### src/ast_pkg.sv
// constants and carrier types for the status, supply and temperature control registers
package ast_pkg;

	// register indices; the byte address is four times the index
	localparam logic [9:0]  IDX_STATUS_BACKUP = 10'h311;
	localparam logic [9:0]  IDX_SUPPLY_STATUS = 10'h312;
	localparam logic [9:0]  IDX_SOFT_RESET    = 10'h322;
	localparam logic [9:0]  IDX_TEMP_CONFIG   = 10'h323;

	// key that triggers a full front-end reset
	localparam logic [31:0] SOFT_RESET_KEY    = 32'h81000000;

	// reset values
	localparam logic [31:0] TEMP_CONFIG_RESET = 32'h00000000;
	localparam logic [8:0]  BACKUP_RESET      = 9'h000;
	localparam logic [31:0] READ_ZERO         = 32'h00000000;

	// temperature configuration field positions
	localparam int          TEMP_PERIOD_LSB   = 2;
	localparam int          TEMP_PERIOD_MSB   = 3;
	localparam int          TEMP_SYS_BIT      = 4;
	localparam int          TEMP_CFG_MSB      = 4;

	// measurement period codes
	localparam logic [1:0]  PERIOD_PER_ACCUM  = 2'h1;
	localparam logic [1:0]  PERIOD_CONTINUOUS = 2'h2;

	// supply status codes
	localparam logic [1:0]  SUPPLY_OK         = 2'h0;
	localparam logic [1:0]  SUPPLY_LOW        = 2'h1;
	localparam logic [1:0]  SUPPLY_FAIL       = 2'h3;

	// status-backup word layout
	localparam int          BACKUP_FLAG_LSB   = 0;
	localparam int          BACKUP_RESET_BIT  = 8;
	localparam int          MIRROR_FLAG_LSB   = 16;
	localparam int          MIRROR_RESET_BIT  = 24;

	// register access request from the serial slave port, one word per access
	typedef struct packed {
		logic [9:0]  addr;
		logic        wr;
		logic        rd;
		logic [31:0] wdata;
	} ast_req_type;

	// flags of the primary status word that the backup copies
	typedef struct packed {
		logic       after_reset;
		logic       engine_pass;
		logic       data_ready;
		logic [3:0] pulse_start;
	} ast_flags_type;

endpackage

### src/ast_supply_monitor.sv
// supply comparator synchroniser and voltage status encoder
`timescale 1ns/1ps
`default_nettype none

module ast_supply_monitor
	import ast_pkg::*;
(
	input  wire logic       clk,
	input  wire logic       rst,
	input  wire logic [1:0] supply_cmp,
	output logic      [1:0] supply_code
);

	logic [1:0] cmp_meta;
	logic [1:0] cmp_sync;
	wire  [1:0] next_supply_code;

	// two flops per comparator; the comparators are asynchronous to clk
	genvar b;
	generate
		for (b = 0; b < 2; b++) begin : g_sync
			always_ff @(posedge clk or posedge rst) begin
				if (rst) begin
					cmp_meta[b] <= 1'b0;
					cmp_sync[b] <= 1'b0;
				end else begin
					cmp_meta[b] <= supply_cmp[b];
					cmp_sync[b] <= cmp_meta[b];
				end
			end
		end
	endgenerate

	// supply code mapping
	// bit 1 is above 3.0 V, bit 0 above 2.8 V; bit 1 alone wins, so a broken pair reads ok
	assign next_supply_code = cmp_sync[1] ? SUPPLY_OK :
	                          cmp_sync[0] ? SUPPLY_LOW : SUPPLY_FAIL;

	// registered status; reset shows fail until the comparators settle
	always_ff @(posedge clk or posedge rst) begin
		if (rst) begin
			supply_code <= SUPPLY_FAIL;
		end else begin
			supply_code <= next_supply_code;
		end
	end
endmodule

`default_nettype wire

### src/ast_regs.sv
// status backup, supply status, soft reset and temperature configuration registers
// What this block does
// - supply status bits 1:0 read 00 above 3.0 V, 01 between, 11 below 2.8 V.
// - writing key 0x81000000 to the reset register performs a full front-end reset.
// - period field 01 measures each accumulation cycle, 10 measures continuously.
// - any other period code stops automatic temperature measurements.
// - supply-measure bit 4 adds a system supply measurement to each temperature cycle.
// - backup word copies the primary status word whenever the host reads it.
// - backup bits 0-3 pulse starts, 4 data ready, 5 engine pass, 8 reset.
`timescale 1ns/1ps
`default_nettype none

module ast_regs
	import ast_pkg::*;
(
	input  wire logic          clk,
	input  wire logic          rst,
	input  wire ast_req_type   req,
	output logic        [31:0] rdata,
	input  wire logic   [1:0]  supply_cmp,
	input  wire ast_flags_type primary_flags,
	input  wire logic          primary_read,
	input  wire logic          accum_cycle_done,
	input  wire logic          temp_busy,
	output logic               temp_measure_req,
	output logic               sys_supply_measure_req,
	output logic        [1:0]  temp_period,
	output logic               front_end_reset
);

	logic [TEMP_CFG_MSB:0] temp_config;
	logic [8:0]            backup_flags;
	logic [1:0]            supply_code;

	// comparator pins are synchronised and encoded in the monitor
	ast_supply_monitor u_supply (
		.clk         (clk),
		.rst         (rst),
		.supply_cmp  (supply_cmp),
		.supply_code (supply_code)
	);

	// address decode
	wire hit_backup = (req.addr == IDX_STATUS_BACKUP);
	wire hit_supply = (req.addr == IDX_SUPPLY_STATUS);
	wire hit_reset  = (req.addr == IDX_SOFT_RESET);
	wire hit_temp   = (req.addr == IDX_TEMP_CONFIG);

	// key must match exactly; any other value is ignored
	wire key_write  = req.wr && hit_reset && (req.wdata == SOFT_RESET_KEY);
	wire temp_write = req.wr && hit_temp;

	// high half mirrors the low flags, reserved bits zero
	wire [31:0] backup_word = {7'h00, backup_flags[BACKUP_RESET_BIT], 2'h0,
	                           backup_flags[5:0], 7'h00, backup_flags};

	// config fields
	wire [1:0] period_code = temp_config[TEMP_PERIOD_MSB:TEMP_PERIOD_LSB];
	wire       sys_measure = temp_config[TEMP_SYS_BIT];

	// request on accumulation end, or whenever idle in continuous mode
	// other codes fall through to no request
	wire next_temp_req = (period_code == PERIOD_PER_ACCUM) ? accum_cycle_done :
	                     (period_code == PERIOD_CONTINUOUS) ? (!temp_busy && !temp_measure_req) :
	                     1'b0;

	// supply measurement rides along with each temperature request
	wire next_sys_req = next_temp_req && sys_measure;

	// flag order in the copy is pulses, data ready, engine pass, reset
	wire [8:0] primary_copy = {primary_flags.after_reset, 2'h0, primary_flags.engine_pass,
	                           primary_flags.data_ready, primary_flags.pulse_start};

	// read mux; write-only and unmapped words read as zero
	wire [31:0] next_rdata = hit_backup ? backup_word :
	                         hit_supply ? {30'h0, supply_code} :
	                         hit_temp   ? {27'h0000000, temp_config} :
	                         READ_ZERO;

	// soft reset clears the configuration; only bits 4:2 are stored
	always_ff @(posedge clk or posedge rst) begin
		if (rst) begin
			temp_config <= TEMP_CONFIG_RESET[TEMP_CFG_MSB:0];
		end else if (key_write) begin
			temp_config <= TEMP_CONFIG_RESET[TEMP_CFG_MSB:0];
		end else if (temp_write) begin
			temp_config <= {req.wdata[TEMP_CFG_MSB:TEMP_PERIOD_LSB], 2'h0};
		end
	end

	// capture on primary read; soft reset takes priority
	always_ff @(posedge clk or posedge rst) begin
		if (rst) begin
			backup_flags <= BACKUP_RESET;
		end else if (key_write) begin
			backup_flags <= BACKUP_RESET;
		end else if (primary_read) begin
			backup_flags <= primary_copy;
		end
	end

	// measurement requests and the reset strobe are one-cycle pulses
	always_ff @(posedge clk or posedge rst) begin
		if (rst) begin
			temp_measure_req       <= 1'b0;
			sys_supply_measure_req <= 1'b0;
			front_end_reset        <= 1'b0;
		end else begin
			temp_measure_req       <= next_temp_req && !key_write;
			sys_supply_measure_req <= next_sys_req && !key_write;
			front_end_reset        <= key_write;
		end
	end

	// read data holds until the next read
	always_ff @(posedge clk or posedge rst) begin
		if (rst) begin
			rdata <= READ_ZERO;
		end else if (req.rd) begin
			rdata <= next_rdata;
		end
	end

	assign temp_period = period_code;
endmodule

`default_nettype wire

### config.mk
export PLATFORM = sky130hd
export DESIGN_NAME = ast_regs
export DESIGN_NICKNAME = d
export VERILOG_FILES = /design/src/ast_pkg.sv /design/src/ast_supply_monitor.sv /design/src/ast_regs.sv
export SDC_FILE = /design/constraint.sdc
export NUM_CORES = 1
export LEC_CHECK = 0
export BUFFER_PORTS_ARGS = -buffer_cell sky130_fd_sc_hd__buf_4
export CAP_MARGIN = 20
export CORE_MARGIN = 3
export CORE_UTILIZATION = 38
export CTS_CLUSTER_DIAMETER = 80
export CTS_CLUSTER_SIZE = 12
export DETAILED_ROUTE_END_ITERATION = 10
export PLACE_DENSITY = 0.84
export SLEW_MARGIN = 10
export SYNTH_ARGS = -nofsm -noshare
export SYNTH_HDL_FRONTEND = slang
export SYNTH_HIERARCHICAL = 1
export SYNTH_SLANG_ARGS = --single-unit
### constraint.sdc
create_clock -name clk -period 1 [get_ports clk]
set_clock_uncertainty 0.1 [all_clocks]
set_input_delay 0.15 -clock clk [delete_from_list [all_inputs] [get_ports clk]]
set_output_delay 0.15 -clock clk [all_outputs]
set_load 0.01 [all_outputs]
==> flow_metrics.tcl <==
set metrics [dict create \
    status "finished, violations left" \
    violations "setup timing" \
    ys.flop_type "dfrtp_1" \
    cap_violations 0 \
    synth_most_common_cell "dfrtp_1" \
    synth_edf_count 0 \
    fin_tns_setup_ps -7884 \
    grt_max_degree 26 \
    pre_cts_ws_ps -676.1 \
    pwr-share-clk_pct 33.5 \
    clkTransAtPathRegs_ps 60 \
    wirelength_mm 3.828 \
    synthCells 141 \
    vias_per_cell 4.597 \
    timing.fmax_mhz 735.6 \
    r2r_slack_ps -170 \
    drt_first_pass_iters 4 \
    syn_to_final_growth_pct 63.68 \
    required_ps 1090 \
    power_frac_comb_pct 16.0 \
    endpoint_kind "register" \
    synth.distinct_cells 32 \
    synth_top_cell_by_area "dfrtp_1" \
    synthTopCellsByCount "dfrtp_1 (29), buf_4 (22), nor2_1 (15)" \
    fin_crit_ps 1359 \
    p_seq_share_pct 50.5 \
    drive_above_1_share_pct 50.61 \
    worstRegToRegCells 3 \
    power_mw 2.652 \
    synth.yosys.warnings 6 \
    port_buffers 76 \
    critPathLaunch "req[37]" \
    synth_compound_area_share_pct 6.902 \
    drt_iter0_markers 48 \
    yosys.area_share.simple_pct 21.53 \
    fin_nets 302 \
    switchingPower_uw 602.2 \
    swShare_pct 22.70 \
    core_mm2 0.003771 \
    yosys-mux-area-fraction_pct 6.574 \
    synthArstFlopShare_pct 100.0 \
    io_pins 95 \
    routabilityCongestion 0.8191 \
    die_width_um 69.30 \
    ys_ff_latch 31 \
    antenna_found_initial 0 \
    clockBufferDepth 2 \
    dieArea_mm2 0.004802 \
    p_per_area_mw_per_mm2 1064 \
    dp.cells 276 \
    post_drt_wl_per_cell_um 13.06 \
    cp-endpoint "rdata[1]" \
    setup_viol 44 \
    fin_util_pct 66.09 \
    hp-class "in2reg" \
    grt_pass1_wl_mm 6.341 \
    place_hpwl_mm 3.093 \
    rsz0062_at_grt "yes" \
    insertion_delay_ps 270 \
    timing_hold_violations_final 0 \
    p_int_mw 2.050 \
    fin_crit_sh_pct 135.9 \
    peakVddDrop_uv 936.7 \
    cts_sinks 31 \
    fp.dieH_um 69.30 \
    path_class "in2reg" \
    rr_endpoint "rdata[3]" \
    hold_slack_ps 41.36 \
    synth_xor_area_share_pct 0 \
    drc 0 \
    synth_area_mm2 0.001523 \
    fillers 330 \
    fin_ws_ps -359.5 \
    start_util_pct 40.38 \
    final_area_mm2 0.002492 \
    grtUsageTotal_pct 16.53 \
    leakagePower_nw 1.311 \
    ys_seq_area_share_pct 51.11 \
    cts_buffers 5 \
    synth_area_leaders "dfrtp_1 (48%), buf_4 (11%), mux2i_1 (6.6%)" \
    row_count 22 \
    synth_top_family_by_area "simple AND/OR/NAND/NOR gates" \
    avgSynthCellArea_um2 10.80 \
    vias 1347 \
    overflow 0 \
    drtAntennaViolNets 0 \
    cts-root-buf "clkbuf_8" \
    r2r_start "temp_config[3]" \
    fin_cells 293 \
    synth_fa_ha_area_share_pct 0 \
    slew_violations 0 \
    first_global_vias 1387 \
    start_kind "input pin" \
    place_area_mm2 0.002210 \
    yosysTopAreaCellShare_pct 47.66 \
    cts_max_level 2 \
    antennaDiodeCount 0 \
    cts_tree "yes" \
    arrival_ps 1450 \
    path_max_fanout 6 \
]
==> worst min-delay path by stage <==
stage | startpoint | endpoint | slack (ps) | cells after the start
finish | primary_flags[6] | backup_flags[8] | 40 | 3
global placement | rst | u_supply/cmp_meta[0] | -20 | 2
global route | primary_flags[1] | backup_flags[1] | 50 | 3
detailed placement | rst | u_supply/cmp_meta[1] | -10 | 2
CTS | primary_flags[6] | backup_flags[8] | 40 | 3
floorplan | rst | u_supply/cmp_meta[0] | -160 | 1
==> cells in the final DEF (no fill, tap or decap) <==
cell type      Yosys  final
a21o_2             3      3
a21oi_1            3      3
a22o_1             3      3
a32oi_1            2      2
and3_1             3      3
and4_1             1      1
and4bb_2           2      2
buf_12             0      1
buf_4             22     76
buf_6              0     24
clkbuf_1           1      2
clkbuf_8           0      5
clkinv_2           0      1
conb_1             1     18
dfrtp_1           29     27
dfrtp_2            0      2
dfstp_2            2      2
dlygate4sd3_1      0      3
inv_1              8      8
mux2i_1           10     10
nand2_1            2      2
nand3_1            6      6
nand4_1            2      2
nand4bb_1          1      1
nor2_1            15     15
nor2b_1            1      1
nor3_1             1      1
nor3b_1            2      2
nor4_1             7      4
nor4_2             1      3
nor4_4             0      1
nor4b_2            0      1
nor4b_4            1      1
nor4bb_4           0      1
o21ai_1            0      4
or2_1              3      3
or4b_4             1      1
==> registers in the layout, summed over array words and instances (netlist names) <==
register,flops
rdata,12
u_supply/cmp_meta,2
temp_measure_req,1
temp_config,3
u_supply/supply_code,2
u_supply/cmp_sync,2
sys_supply_measure_req,1
front_end_reset,1
backup_flags,7
==> layout make-up <==
type	instances	area, um^2	area share [%]
multi-input combinational	94	649.4	26.05
timing repair buffer	104	890.9	35.74
tap	48	60.06	2.410
clock inverter	1	5.005	0.2008
sequential	31	780.7	31.33
clock buffer	7	76.32	3.062
inverter	8	30.03	1.205
==> per-layer routing <==
metal / global-route usage, % / up-vias / share of wire [%]
met3: 3.768 / 4 / 4.3
met2: 31.25 / 32 / 58
met5: 0 / - / 0
li1: - / 660 / -
met4: 4.555 / 0 / 0.89
met1: 18.29 / 651 / 36
==> kinds of logic (layout without fill, tap and decap cells) <==
kind of cell	count (synthesis)	count (layout)
AO/OA/AOI/OAI	15	15
buffers and inverters	33	120
flip-flops	31	31
multiplexers	10	10
other	1	18
AND/OR/NAND/NOR	51	51
==> worst max-delay path, cell delays in order <==
cell and delay [ps]:
buf_6 90, or4b_4 540, nor4b_4 270, buf_4 190, a32oi_1 50, a21oi_1 150
==> power by group through the flow <==
stage | combinational [mW] | clock (mW) | sequential, mW
global route | 0.470 | 0.984 | 1.34
floorplan | 0.185 | 0 | 1.35
CTS | 0.426 | 0.917 | 1.34
detailed placement | 0.390 | 0 | 1.36
finish | 0.425 | 0.889 | 1.34
global placement | 0.379 | 0 | 1.36
==> what timing repair did <==
action | in CTS | in global routing
pin swaps | 5 | 2
gates resized for setup | 35 | 0
hold buffers | 3 | 0
setup buffers | 5 | 1
setup endpoints to repair | 44 | 44
endpoints found under the hold margin | 33 | 0
Note: power is estimated with default switching activity, not from simulation.
